===== src/gtimer_pkg.sv =====
// package with register map, field layout and mode codes of the general timer
package gtimer_pkg;

    // ****************************************
    // register byte offsets
    // ****************************************
    localparam logic [7:0] OFS_MODE = 8'h00;
    localparam logic [7:0] OFS_START = 8'h04;
    localparam logic [7:0] OFS_TIMER = 8'h08;

    // ****************************************
    // mode register field positions
    // ****************************************
    localparam int F_MODE_LSB = 0;
    localparam int F_EDGE_LSB = 2;
    localparam int F_SRC_BIT = 4;
    localparam int F_OVF_BIT = 5;
    localparam int F_CLK_LSB = 6;
    localparam int F_START_BIT = 0;

    // ****************************************
    // reset values and widths
    // ****************************************
    localparam int CNT_WIDTH = 16;
    localparam logic [15:0] CNT_RST = 16'h0000;
    localparam logic [1:0] MODE_RST = 2'h0;
    localparam logic [1:0] EDGE_RST = 2'h0;
    localparam logic [1:0] CLK_RST = 2'h0;
    localparam logic START_RST = 1'b0;
    localparam int PRE_W = 5;
    localparam logic [2:0] DIV8_LAST = 3'h7;
    localparam logic [4:0] DIV32_LAST = 5'h1F;

    // ****************************************
    // bus response codes
    // ****************************************
    localparam logic [1:0] RESP_OKAY = 2'h0;
    localparam logic [1:0] RESP_SLVERR = 2'h2;

    // ****************************************
    // encodings
    // ****************************************
    localparam logic [1:0] MODE_TIMER = 2'h0;
    localparam logic [1:0] MODE_EVENT = 2'h1;
    localparam logic [1:0] MODE_MEAS = 2'h2;
    localparam logic [1:0] EDGE_FALL = 2'h0;
    localparam logic [1:0] EDGE_RISE = 2'h1;
    localparam logic [1:0] EDGE_BOTH = 2'h2;
    localparam logic [1:0] CLK_SEL_DIV1 = 2'h0;
    localparam logic [1:0] CLK_SEL_DIV8 = 2'h1;
    localparam logic [1:0] CLK_SEL_DIV32 = 2'h2;

    // stored part of the mode register
    typedef struct packed {
        logic [1:0] clk_sel;
        logic ev_src;
        logic [1:0] edge_sel;
        logic [1:0] mode;
    } mode_reg_t;

endpackage


===== src/gtimer.sv =====
// one channel of a 16-bit general timer with an AXI4-Lite register slave
//
// Implementation choices: the placing of the registers and the AXI4-Lite slave port.
`timescale 1ns/100ps

// Function
// - mode register bits 1:0 pick timer, event counter or measurement mode
// - timer mode counts down on clk_div_1, clk_div_8, clk_div_32 or subclk_div_32
// - on underflow the counter reloads from the reload register and keeps counting
// - a set value n gives one underflow per n+1 counted events
// - counting happens only while the start flag is 1
// - every underflow raises the interrupt request
// - event mode counts pin edges or another timer's overflow
// - event pin edge is rising, falling or both, chosen by software
// - pin is a count input in event mode, a plain port in timer mode
// - in down-count modes a timer read returns the live count
// - a timer write while stopped loads reload register and counter
// - a timer write while running loads only the reload register
// - measurement mode counts up on the chosen internal clock
// - each effective edge captures the count, clears the counter, counting goes on
// - each effective edge interrupts except the first one after start
// - up-count overflow interrupts and sets the overflow flag at once
// - a mode register write while started clears the overflow flag
// - in measurement mode a timer read returns the captured value
// - in measurement mode timer writes change nothing
module gtimer
    import gtimer_pkg::*;
#(
    parameter int CNT_W = CNT_WIDTH,
    parameter int ADDR_W = 8
)
(
    // clock, reset, enable
    input wire logic aclk,
    input wire logic aresetn,
    input wire logic ce,
    // count sources and measured pin
    input wire logic subclk_div_32,
    input wire logic other_timer_ovf,
    input wire logic timer_event_input_pin,
    // write address channel
    input wire logic [ADDR_W-1:0] s_axi_awaddr,
    input wire logic s_axi_awvalid,
    output logic s_axi_awready,
    // write data channel
    input wire logic [31:0] s_axi_wdata,
    input wire logic [3:0] s_axi_wstrb,
    input wire logic s_axi_wvalid,
    output logic s_axi_wready,
    // write response channel
    output logic [1:0] s_axi_bresp,
    output logic s_axi_bvalid,
    input wire logic s_axi_bready,
    // read address channel
    input wire logic [ADDR_W-1:0] s_axi_araddr,
    input wire logic s_axi_arvalid,
    output logic s_axi_arready,
    // read data channel
    output logic [31:0] s_axi_rdata,
    output logic [1:0] s_axi_rresp,
    output logic s_axi_rvalid,
    input wire logic s_axi_rready,
    // block outputs
    output logic irq,
    output logic pin_is_count_input
);

    // ****************************************
    // helpers
    // ****************************************

    // byte-lane merge of write data into an old word
    function automatic logic [31:0] strb_merge(input logic [31:0] old, input logic [31:0] wd,
                                               input logic [3:0] st);
        logic [31:0] r;
        r = old;
        for (int i = 0; i < 4; i++)
        begin
            if (st[i])
            begin
                r[8*i +: 8] = wd[8*i +: 8];
            end
        end
        return r;
    endfunction

    // true when an address hits a register offset
    function automatic logic addr_hit(input logic [ADDR_W-1:0] a, input logic [7:0] ofs);
        return a[ADDR_W-1:2] == ofs[ADDR_W-1:2];
    endfunction

    // ****************************************
    // state
    // ****************************************
    mode_reg_t mode_q;
    logic start_q;
    logic ovf_q;
    logic first_q;
    logic pin_prev_q;
    logic [PRE_W-1:0] pre_q;
    logic [CNT_W-1:0] cnt_q;
    logic [CNT_W-1:0] reload_q;
    logic irq_q;
    logic pin_in_q;
    logic awready_q;
    logic wready_q;
    logic aw_have_q;
    logic w_have_q;
    logic [ADDR_W-1:0] waddr_q;
    logic [31:0] wdata_q;
    logic [3:0] wstrb_q;
    logic bvalid_q;
    logic [1:0] bresp_q;
    logic arready_q;
    logic rvalid_q;
    logic [31:0] rdata_q;
    logic [1:0] rresp_q;

    // ****************************************
    // decode and count events
    // ****************************************
    logic wr_fire;
    logic mode_wr;
    logic start_wr;
    logic timer_wr;
    logic [31:0] mode_word;
    logic [31:0] mode_new;
    logic [31:0] start_new;
    logic [CNT_W-1:0] timer_new;
    logic is_meas;
    logic is_down;
    logic clk_tick;
    logic pin_rise;
    logic pin_fall;
    logic pin_edge;
    logic cnt_tick;
    logic underflow;
    logic meas_edge;
    logic overflow;

    // write strobes and merged write values
    assign wr_fire = aw_have_q && w_have_q && !bvalid_q;
    assign mode_wr = wr_fire && addr_hit(waddr_q, OFS_MODE);
    assign start_wr = wr_fire && addr_hit(waddr_q, OFS_START);
    assign timer_wr = wr_fire && addr_hit(waddr_q, OFS_TIMER);
    assign mode_word = {24'h000000, mode_q.clk_sel, ovf_q, mode_q.ev_src, mode_q.edge_sel,
                        mode_q.mode};
    assign mode_new = strb_merge(mode_word, wdata_q, wstrb_q);
    assign start_new = strb_merge({31'h00000000, start_q}, wdata_q, wstrb_q);
    assign timer_new = CNT_W'(strb_merge(32'(cnt_q), wdata_q, wstrb_q));

    // mode decode
    assign is_meas = mode_q.mode == MODE_MEAS;
    assign is_down = mode_q.mode == MODE_TIMER || mode_q.mode == MODE_EVENT;

    // internal clock tick from the prescaler or the divided subclock
    always_comb
    begin
        case (mode_q.clk_sel)
            CLK_SEL_DIV1: clk_tick = 1'b1;
            CLK_SEL_DIV8: clk_tick = pre_q[2:0] == DIV8_LAST;
            CLK_SEL_DIV32: clk_tick = pre_q == DIV32_LAST;
            default: clk_tick = subclk_div_32;
        endcase
    end

    // pin edges and selected edge
    assign pin_rise = timer_event_input_pin && !pin_prev_q;
    assign pin_fall = !timer_event_input_pin && pin_prev_q;
    always_comb
    begin
        case (mode_q.edge_sel)
            EDGE_FALL: pin_edge = pin_fall;
            EDGE_RISE: pin_edge = pin_rise;
            EDGE_BOTH: pin_edge = pin_rise || pin_fall;
            default: pin_edge = 1'b0;
        endcase
    end

    // count event of the down-count modes
    assign cnt_tick = (mode_q.mode == MODE_EVENT)
                      ? (mode_q.ev_src ? other_timer_ovf : pin_edge)
                      : clk_tick;
    assign underflow = is_down && start_q && cnt_tick && cnt_q == '0;
    assign meas_edge = is_meas && start_q && pin_edge;
    assign overflow = is_meas && start_q && !pin_edge && clk_tick && (&cnt_q);

    // ****************************************
    // prescaler and pin history
    // ****************************************
    always_ff @(posedge aclk)
    begin
        if (!aresetn)
        begin
            pre_q <= '0;
            pin_prev_q <= 1'b0;
        end
        else if (ce)
        begin
            pre_q <= pre_q + 1'b1;
            pin_prev_q <= timer_event_input_pin;
        end
    end

    // ****************************************
    // control registers
    // ****************************************
    always_ff @(posedge aclk)
    begin
        if (!aresetn)
        begin
            mode_q.mode <= MODE_RST;
            mode_q.edge_sel <= EDGE_RST;
            mode_q.ev_src <= 1'b0;
            mode_q.clk_sel <= CLK_RST;
            start_q <= START_RST;
        end
        else if (ce)
        begin
            if (mode_wr)
            begin
                mode_q.mode <= mode_new[F_MODE_LSB +: 2];
                mode_q.edge_sel <= mode_new[F_EDGE_LSB +: 2];
                mode_q.ev_src <= mode_new[F_SRC_BIT];
                mode_q.clk_sel <= mode_new[F_CLK_LSB +: 2];
            end
            if (start_wr)
            begin
                start_q <= start_new[F_START_BIT];
            end
        end
    end

    // overflow flag: a new overflow wins over the clearing write
    always_ff @(posedge aclk)
    begin
        if (!aresetn)
        begin
            ovf_q <= 1'b0;
        end
        else if (ce)
        begin
            if (overflow)
            begin
                ovf_q <= 1'b1;
            end
            else if (mode_wr && start_q)
            begin
                ovf_q <= 1'b0;
            end
        end
    end

    // ****************************************
    // counter and reload register
    // ****************************************
    always_ff @(posedge aclk)
    begin
        if (!aresetn)
        begin
            cnt_q <= CNT_W'(CNT_RST);
            reload_q <= CNT_W'(CNT_RST);
            first_q <= 1'b0;
        end
        else if (ce)
        begin
            if (is_meas)
            begin
                // writes are ignored here
                if (!start_q)
                begin
                    first_q <= 1'b0;
                end
                else if (pin_edge)
                begin
                    reload_q <= cnt_q;
                    cnt_q <= '0;
                    first_q <= 1'b1;
                end
                else if (clk_tick)
                begin
                    cnt_q <= cnt_q + 1'b1;
                end
            end
            else
            begin
                first_q <= 1'b0;
                if (timer_wr)
                begin
                    reload_q <= timer_new;
                end
                if (timer_wr && !start_q)
                begin
                    cnt_q <= timer_new;
                end
                else if (underflow)
                begin
                    cnt_q <= reload_q;
                end
                else if (is_down && start_q && cnt_tick)
                begin
                    cnt_q <= cnt_q - 1'b1;
                end
            end
        end
    end

    // ****************************************
    // interrupt pulse and pin role
    // ****************************************
    always_ff @(posedge aclk)
    begin
        if (!aresetn)
        begin
            irq_q <= 1'b0;
            pin_in_q <= 1'b0;
        end
        else if (ce)
        begin
            irq_q <= underflow || (meas_edge && first_q) || overflow;
            pin_in_q <= mode_q.mode == MODE_EVENT || is_meas;
        end
    end

    // ****************************************
    // bus write side
    // ****************************************
    always_ff @(posedge aclk)
    begin
        if (!aresetn)
        begin
            awready_q <= 1'b1;
            wready_q <= 1'b1;
            aw_have_q <= 1'b0;
            w_have_q <= 1'b0;
            waddr_q <= '0;
            wdata_q <= 32'h00000000;
            wstrb_q <= 4'h0;
            bvalid_q <= 1'b0;
            bresp_q <= RESP_OKAY;
        end
        else if (ce)
        begin
            if (s_axi_awvalid && awready_q)
            begin
                waddr_q <= s_axi_awaddr;
                aw_have_q <= 1'b1;
                awready_q <= 1'b0;
            end
            if (s_axi_wvalid && wready_q)
            begin
                wdata_q <= s_axi_wdata;
                wstrb_q <= s_axi_wstrb;
                w_have_q <= 1'b1;
                wready_q <= 1'b0;
            end
            if (wr_fire)
            begin
                aw_have_q <= 1'b0;
                w_have_q <= 1'b0;
                bvalid_q <= 1'b1;
                bresp_q <= (mode_wr || start_wr || timer_wr) ? RESP_OKAY : RESP_SLVERR;
            end
            if (bvalid_q && s_axi_bready)
            begin
                bvalid_q <= 1'b0;
                awready_q <= 1'b1;
                wready_q <= 1'b1;
            end
        end
    end

    // ****************************************
    // bus read side
    // ****************************************
    always_ff @(posedge aclk)
    begin
        if (!aresetn)
        begin
            arready_q <= 1'b1;
            rvalid_q <= 1'b0;
            rdata_q <= 32'h00000000;
            rresp_q <= RESP_OKAY;
        end
        else if (ce)
        begin
            if (s_axi_arvalid && arready_q)
            begin
                arready_q <= 1'b0;
                rvalid_q <= 1'b1;
                rresp_q <= RESP_OKAY;
                if (addr_hit(s_axi_araddr, OFS_MODE))
                begin
                    rdata_q <= mode_word;
                end
                else if (addr_hit(s_axi_araddr, OFS_START))
                begin
                    rdata_q <= {31'h00000000, start_q};
                end
                else if (addr_hit(s_axi_araddr, OFS_TIMER))
                begin
                    rdata_q <= 32'(is_meas ? reload_q : cnt_q);
                end
                else
                begin
                    rdata_q <= 32'h00000000;
                    rresp_q <= RESP_SLVERR;
                end
            end
            if (rvalid_q && s_axi_rready)
            begin
                rvalid_q <= 1'b0;
                arready_q <= 1'b1;
            end
        end
    end

    // output drive
    assign s_axi_awready = awready_q;
    assign s_axi_wready = wready_q;
    assign s_axi_bvalid = bvalid_q;
    assign s_axi_bresp = bresp_q;
    assign s_axi_arready = arready_q;
    assign s_axi_rvalid = rvalid_q;
    assign s_axi_rdata = rdata_q;
    assign s_axi_rresp = rresp_q;
    assign irq = irq_q;
    assign pin_is_count_input = pin_in_q;

    // ****************************************
    // checks
    // ****************************************
    AST_RELOAD_ON_UNDERFLOW: assert property (@(posedge aclk) disable iff (!aresetn)
        ce && underflow && !timer_wr |=> cnt_q == $past(reload_q))
        else $error("counter did not reload on underflow");

    AST_IRQ_ON_UNDERFLOW: assert property (@(posedge aclk) disable iff (!aresetn)
        ce && underflow |=> irq_q)
        else $error("no interrupt on underflow");

    AST_DECREMENT: assert property (@(posedge aclk) disable iff (!aresetn)
        ce && is_down && start_q && cnt_tick && cnt_q != '0 && !timer_wr
        |=> cnt_q == $past(cnt_q) - 1'b1)
        else $error("counter did not step down by one");

    AST_STOPPED_HOLDS: assert property (@(posedge aclk) disable iff (!aresetn)
        ce && !start_q && !timer_wr |=> $stable(cnt_q) && !irq_q)
        else $error("counter moved while stopped");

    AST_WRITE_STOPPED: assert property (@(posedge aclk) disable iff (!aresetn)
        ce && timer_wr && !start_q && is_down
        |=> cnt_q == $past(timer_new) && reload_q == $past(timer_new))
        else $error("stopped write did not load both registers");

    AST_WRITE_RUNNING: assert property (@(posedge aclk) disable iff (!aresetn)
        ce && timer_wr && start_q && is_down && !underflow
        |=> reload_q == $past(timer_new) && cnt_q == $past(cnt_q) - $past(cnt_tick))
        else $error("running write touched the counter");

    AST_MEAS_CAPTURE: assert property (@(posedge aclk) disable iff (!aresetn)
        ce && meas_edge |=> cnt_q == '0 && reload_q == $past(cnt_q))
        else $error("edge did not capture and clear");

    AST_FIRST_EDGE_QUIET: assert property (@(posedge aclk) disable iff (!aresetn)
        ce && meas_edge && !first_q |=> !irq_q ##0 first_q)
        else $error("first edge raised an interrupt");

    AST_OVF_SET: assert property (@(posedge aclk) disable iff (!aresetn)
        ce && overflow |=> ovf_q && irq_q && cnt_q == '0)
        else $error("overflow did not set flag and interrupt together");

    AST_MEAS_NO_WRITE: assert property (@(posedge aclk) disable iff (!aresetn)
        ce && is_meas && timer_wr && !start_q |=> $stable(reload_q) && $stable(cnt_q))
        else $error("write changed registers in measurement mode");

endmodule


===== config.mk =====
export PLATFORM = sky130hd
export DESIGN_NAME = gtimer
export DESIGN_NICKNAME = d
export VERILOG_FILES = /design/src/gtimer_pkg.sv /design/src/gtimer.sv
export SDC_FILE = /design/constraint.sdc
export NUM_CORES = 1
export LEC_CHECK = 0
export ABC_AREA = 1
export BUFFER_PORTS_ARGS = -buffer_cell sky130_fd_sc_hd__buf_2
export CAP_MARGIN = 10
export CORE_AREA = 2 2 112 114
export CTS_CLUSTER_DIAMETER = 100
export DETAILED_ROUTE_END_ITERATION = 6
export DIE_AREA = 0 0 114 116
export GPL_ROUTABILITY_DRIVEN = 0
export GPL_TIMING_DRIVEN = 0
export PLACE_DENSITY = 0.76
export SYNTH_ARGS = -nofsm -noshare
export SYNTH_HDL_FRONTEND = slang
export SYNTH_SLANG_ARGS = --single-unit
export TNS_END_PERCENT = 100

===== constraint.sdc =====
create_clock -name aclk -period 1.6 [get_ports aclk]
set_input_delay 0.24 -clock aclk [delete_from_list [all_inputs] [get_ports aclk]]
set_output_delay 0.24 -clock aclk [all_outputs]
set_load 0.02 [all_outputs]

==> flow_metrics.tcl, run 1 <==
set metrics [dict create \
    dr_total_vias 6940 \
    rsz0062_at_grt "yes" \
    root_buffer "clkbuf_16" \
    finalSetupTns_ns -8.44 \
    drc 12 \
    final_cells 1170 \
    timing.final.crit_share_pct 125 \
    via_per_inst 5.93 \
    hpwlAfterDp_um 14400 \
    finalHoldViolCount 0 \
    cts_tree "done" \
    cts_made_buffers 9 \
    wl_um 22100 \
    total_power_uw 5680 \
    hold_depth 4 \
    area_delta_synth_final_pct 34.4 \
    synth_area_leader_cell "dfxtp_1" \
    synth-edff-count 0 \
    drv_cap 0 \
    ioPinCount 106 \
    die_area_sq_mm 0.0132 \
    ys_async_sr_fraction_pct 0 \
    skew_ns 0.0119 \
    ir_worst_vdd_uv 822 \
    start_kind "flip-flop" \
    synth_area_per_cell_sq_um 6.82 \
    die_h_um 116 \
    firstDrtPassIters 7 \
    grt_pass1_wl_um 31600 \
    n_fill_cell 937 \
    synthTopCellsByCount "184 x nand2_1, 99 x dfxtp_1, 90 x o21ai_0" \
    ys_warn_count 0 \
    ant_nets 0 \
    clock-sinks 99 \
    ys_ff_latch 99 \
    p_leak_uw 0.00376 \
    cp-end-kind "flip-flop" \
    grt_max_degree 19 \
    postPlaceCellArea_sq_mm 0.00666 \
    h-tree-depth 3 \
    dp_cells 1113 \
    setup_viol 36 \
    fin_nets 1092 \
    outcome "finished, violations left" \
    drtIter0Drc 854 \
    yosysSeqAreaShare_pct 32.9 \
    grt_usage_pct 30.6 \
    worst_pin_slew_ns 0.753 \
    clk_pin_slew_ns 0.07 \
    p_per_area_mw_per_mm2 701 \
    start_util_pct 50.6 \
    netlist_instances 884 \
    netlist_area_sq_mm 0.00602 \
    violations "DRC, setup timing" \
    antenna_found_initial 0 \
    synth_most_common_cell "nand2_1" \
    overflow 0 \
    r2r_cells 11 \
    layout-drive-gt1-share_pct 33.5 \
    final-max-slew-violation-count 0 \
    fmax_mhz 498 \
    hold_path_class "primary input to flip-flop" \
    cts_buffer_depth 2 \
    worst_slack_ns -0.408 \
    n_antenna_cell 0 \
    clk_latency_ns 0.37 \
    port-buffer-count 65 \
    required_ns 1.89 \
    core_area_sq_mm 0.0119 \
    fin_area_sq_mm 0.00810 \
    synth_flop_cell "dfxtp_1" \
    rows 40 \
    critPathMaxFanout 10 \
    ys_types 46 \
    post-place-ws_ns -0.441 \
    critical_path_class "flip-flop to flip-flop" \
    routedWlPerCell_um 18.9 \
    synth_top_area_share_pct 32.9 \
    maxSlewHeadroom_pct 49.8 \
    fin_crit_ns 2.01 \
    fp.dieW_um 114 \
    worstPathArrival_ns 2.30 \
    synthTopCellsByArea "dfxtp_1 33%, nand2_1 11%, o21ai_0 7.5%, a21oi_1 6.9%, nand3_1 5.2%" \
    grt_pass1_vias 6224 \
]
[critical path, stage by stage, from the launching register on]
cell	delay [ns]
dfxtp_1	0.35
inv_1	0.11
ha_1	0.21
nor2_1	0.06
nor2_1	0.35
nand3_4	0.19
nand2_8	0.13
nand2_8	0.08
buf_8	0.16
nand2_1	0.07
nand2_2	0.07
a21oi_2	0.14
[power by group]
part / total, uW / internal (uW) / switching (uW)
combinational: 727 / 257 / 470
sequential: 2630 / 2560 / 71.8
clock: 2320 / 1240 / 1080
total: 5680 / 4060 / 1620
[registers in the layout (all words and copies together) (netlist names), 2 cells and up]
| name | cells |
|---|---|
| cnt_q | 16 |
| reload_q | 16 |
| s_axi_rdata | 16 |
| wdata_q | 16 |
| mode_q | 7 |
| waddr_q | 6 |
| pre_q | 5 |
| wstrb_q | 2 |
[kinds of logic after synthesis]
kind of cell    count (synthesis)  share of synthesized area [%]
buf+inv                       161                           12.5
flops                          99                           32.9
simple gates                  367                           28.6
fa+ha+maj                      11                           2.28
compound gates                229                           21.4
other cells                     1                         0.0622
xor+xnor                       16                           2.33
[per-layer routing]
metal,part of all wire (%),GRT usage (%),up-vias
met5,0,0,-
met4,6.6,13.3,0
met3,9.7,6.07,134
met2,47,52.5,500
met1,37,37.3,3127
li1,-,-,3179
[metrics by stage]
stage          hold WS [ns]  util (%)
4_1_cts               0.147      62.7
3_5_place_dp          0.438      55.9
5_1_grt               0.174      68.0
6_report              0.143      68.0
3_3_place_gp          0.436      55.9
2_1_floorplan         0.398         -
[final timing paths]
check | start | endpoint | slack [ns]
worst max-delay path | mode_q[1] | cnt_q[15] | -0.41
worst min-delay path | s_axi_wvalid | s_axi_wready | 0.14
worst max register to register | mode_q[1] | cnt_q[15] | -0.41
worst min register to register | wdata_q[5] | wdata_q[5] | 0.46
[what timing repair did]
action	in CTS	in global routing
cloned	2	4
hold buffers	0	0
buffers inserted	19	19
setup endpoints to repair	52	50
resized for setup	96	133
pin swaps	14	27
[area by class of cell]
| class | instances | area, sq um | share of cell area (%) |
|---|---|---|---|
| repair buffers | 108 | 812 | 10.0 |
| clock buffers | 9 | 225 | 2.78 |
| clock inverters | 7 | 82.6 | 1.02 |
| well taps | 147 | 184 | 2.27 |
| multi-input cells | 641 | 3950 | 48.8 |
| flip-flops and latches | 99 | 1990 | 24.6 |
| inverters | 101 | 404 | 4.99 |
| plain buffers | 58 | 447 | 5.52 |
[placed cells by master, fill, tap and decap left out, types with 3 or more instances in the layout]
cell type / instances
clkinvlp_4: 3
a21oi_2: 20
nand2_4: 9
buf_2: 71
clkbuf_2: 3
a21oi_1: 72
nand2_8: 4
nand3_1: 48
nor2_2: 10
nor3_4: 4
inv_2: 21
nand2_2: 24
a31oi_1: 12
dfxtp_2: 9
ha_4: 4
xor2_1: 15
conb_1: 18
nand3_4: 9
nand3_2: 14
ha_1: 6
o211ai_1: 16
a21oi_4: 5
nand4_1: 14
clkbuf_1: 13
nand3b_1: 6
clkbuf_16: 13
nor2_1: 50
o21ai_0: 62
buf_6: 18
nor3_1: 10
o21ai_2: 21
buf_4: 43
buf_8: 9
o21ai_4: 3
o21ai_1: 9
nor2_4: 8
nand2_1: 154
inv_6: 4
inv_1: 72
dfxtp_1: 90
Power figures use the tool's default switching activity.
==> run 2, diff against run 1 <==
==> constraint.sdc (replaced) <==
create_clock -name aclk -period 1.63 [get_ports aclk]
set_input_delay 0.2445 -clock aclk [delete_from_list [all_inputs] [get_ports aclk]]
set_output_delay 0.2445 -clock aclk [all_outputs]
set_load 0.01 [all_outputs]
==> run 2 against run 1 <==
  * Hold slack improved by 0.0071 ns
  * Combinational power fell by 15%
  * Fmax rose by 2.8%
  * Non-clock buffer count fell by 18
  * Clock skew fell by 0.0042 ns
  * Worst setup slack improved by 0.085 ns
  * Critical path depth rose by 5
  * The flow finishes with violations (setup timing)
  * Global-route usage fell by 1.3 points
  * Total power fell by 4.5%
==> flow_metrics.tcl, run 2 (synthesis gave the netlist of run 1 again) <==
set metrics [dict create \
    outcome "finished, violations left" \
    violations "setup timing" \
    finalHoldViolCount 0 \
    final_cells 1152 \
    n_fill_cell 1008 \
    maxSlewHeadroom_pct 52.9 \
    rows 40 \
    routedWlPerCell_um 17.3 \
    via_per_inst 5.85 \
    dp_cells 1113 \
    layout-drive-gt1-share_pct 29.1 \
    ir_worst_vdd_uv 511 \
    ioPinCount 106 \
    die_area_sq_mm 0.0132 \
    r2r-start "pre_q[1]" \
    wl_um 19900 \
    required_ns 1.94 \
    fin_area_sq_mm 0.00767 \
    skew_ns 0.00763 \
    n_antenna_cell 0 \
    hold_path_class "primary input to flip-flop" \
    final_util_pct 64.4 \
    port-buffer-count 65 \
    drc 0 \
    hpwlAfterDp_um 13900 \
    critPathMaxFanout 6 \
    critical_path_class "flip-flop to flip-flop" \
    drv_cap 0 \
    worstPathArrival_ns 2.26 \
    ant_nets 0 \
    grt-busiest-layer "met2" \
    min_from "s_axi_awvalid" \
    dr_total_vias 6735 \
    met1_usage_pct 38.8 \
    timing.final.crit_share_pct 120 \
    cts_buffer_depth 2 \
    die_h_um 116 \
    worst_slack_ns -0.322 \
    antenna_found_initial 0 \
    r2r_cells 16 \
    core_area_sq_mm 0.0119 \
    fp.dieW_um 114 \
    start_kind "flip-flop" \
    firstDrtPassIters 6 \
    grt_pass1_wl_um 30100 \
    worst_pin_slew_ns 0.706 \
    cts_tree "done" \
    rsz0062_at_grt "yes" \
    p_leak_uw 0.00352 \
    timing.rr.end "cnt_q[13]" \
    final-max-slew-violation-count 0 \
    start_util_pct 50.6 \
    grt_usage_pct 29.3 \
    hold_depth 4 \
    overflow 0 \
    grt_use_met2_pct 43.8 \
    cp-end-kind "flip-flop" \
    area_delta_synth_final_pct 27.3 \
    multi_input_area_sq_mm 0.00376 \
    clk_latency_ns 0.36 \
    cts_hold_buf 0 \
    root_buffer "clkbuf_16" \
    mostFrequentLayoutCell "nand2_1" \
    grtUsageMet3_pct 7.64 \
    clock-sinks 99 \
    grt_max_degree 17 \
    postPlaceCellArea_sq_mm 0.00666 \
    cts_made_buffers 9 \
    fin_crit_ns 1.95 \
    ff2ff_setup_slack_ns -0.32 \
    h-tree-depth 3 \
    fin_nets 1075 \
    fmax_mhz 512 \
    clk_pin_slew_ns 0.07 \
    drtIter0Drc 864 \
    register_area_sq_mm 0.00199 \
    layout_common_cells "165 x nand2_1, 91 x dfxtp_1, 75 x a21oi_1" \
    p_per_area_mw_per_mm2 707 \
    setup_viol 20 \
    grt_pass1_vias 5777 \
    holdPathEnd "s_axi_awready" \
]
==> run 2: critical path: stages, from the launching register on <==
cell and delay, ns:
dfxtp_2 0.36, ha_4 0.14, nand2_2 0.05, nor2_2 0.08, ha_2 0.17, inv_2 0.05, nand3_2 0.05, nand3_2 0.08
a21oi_4 0.17, buf_12 0.14, buf_4 0.12, nand3_4 0.13, nand2_2 0.11, nand3_1 0.06, nand3_1 0.07, nand2_1 0.05
inv_1 0.05
==> run 2: timing repair <==
action,in CTS,in global routing
endpoints found under the setup margin,51,47
cloned,2,2
resized for setup,62,90
pin swaps,13,19
buffers inserted,7,14
==> run 2: worst max-delay path by stage <==
stage                               start           to  depth (start not counted)
CTS                              pre_q[0]    cnt_q[14]                         16
floorplan                        pre_q[1]     cnt_q[7]                         12
global placement    timer_event_input_pin  reload_q[9]                         11
detailed placement  timer_event_input_pin  reload_q[9]                         11
global route                     pre_q[1]     cnt_q[1]                         15
finish                           pre_q[1]    cnt_q[13]                         16
==> run 2: routing by layer <==
layer	up-vias	routed length (um)
li1	3145	-
met1	3002	8060
met2	479	8420
met3	109	2220
met4	0	1190
met5	-	0
==> run 2: layout make-up <==
cell class | instances | share of cell area [%]
Clock buffer | 10 | 3.12
Multi-Input combinational cell | 642 | 49.0
Inverter | 101 | 5.24
Timing Repair Buffer | 89 | 7.83
Sequential cell | 99 | 26.0
Buffer | 59 | 5.56
Tap cell | 147 | 2.40
Clock inverter | 5 | 0.816
==> run 2: metrics by stage <==
stage	hold WS (ns)	power [uW]	TNS, ns	setup slack (ns)
after floorplan	0.402	2980	-0.785	-0.0933
after global placement	0.440	3180	-13.47	-0.403
after detailed placement	0.443	3190	-13.99	-0.397
after CTS	0.149	5400	-4.84	-0.260
after global routing	0.179	5590	-7.12	-0.435
final	0.150	5420	-4.59	-0.322
==> run 2: power by group <==
part	leakage [uW]	internal (uW)	switching [uW]
Clock	0.000146	1230	988
Combinational	0.00256	235	382
Sequential	0.000811	2510	71.9
Total	0.00352	3980	1440
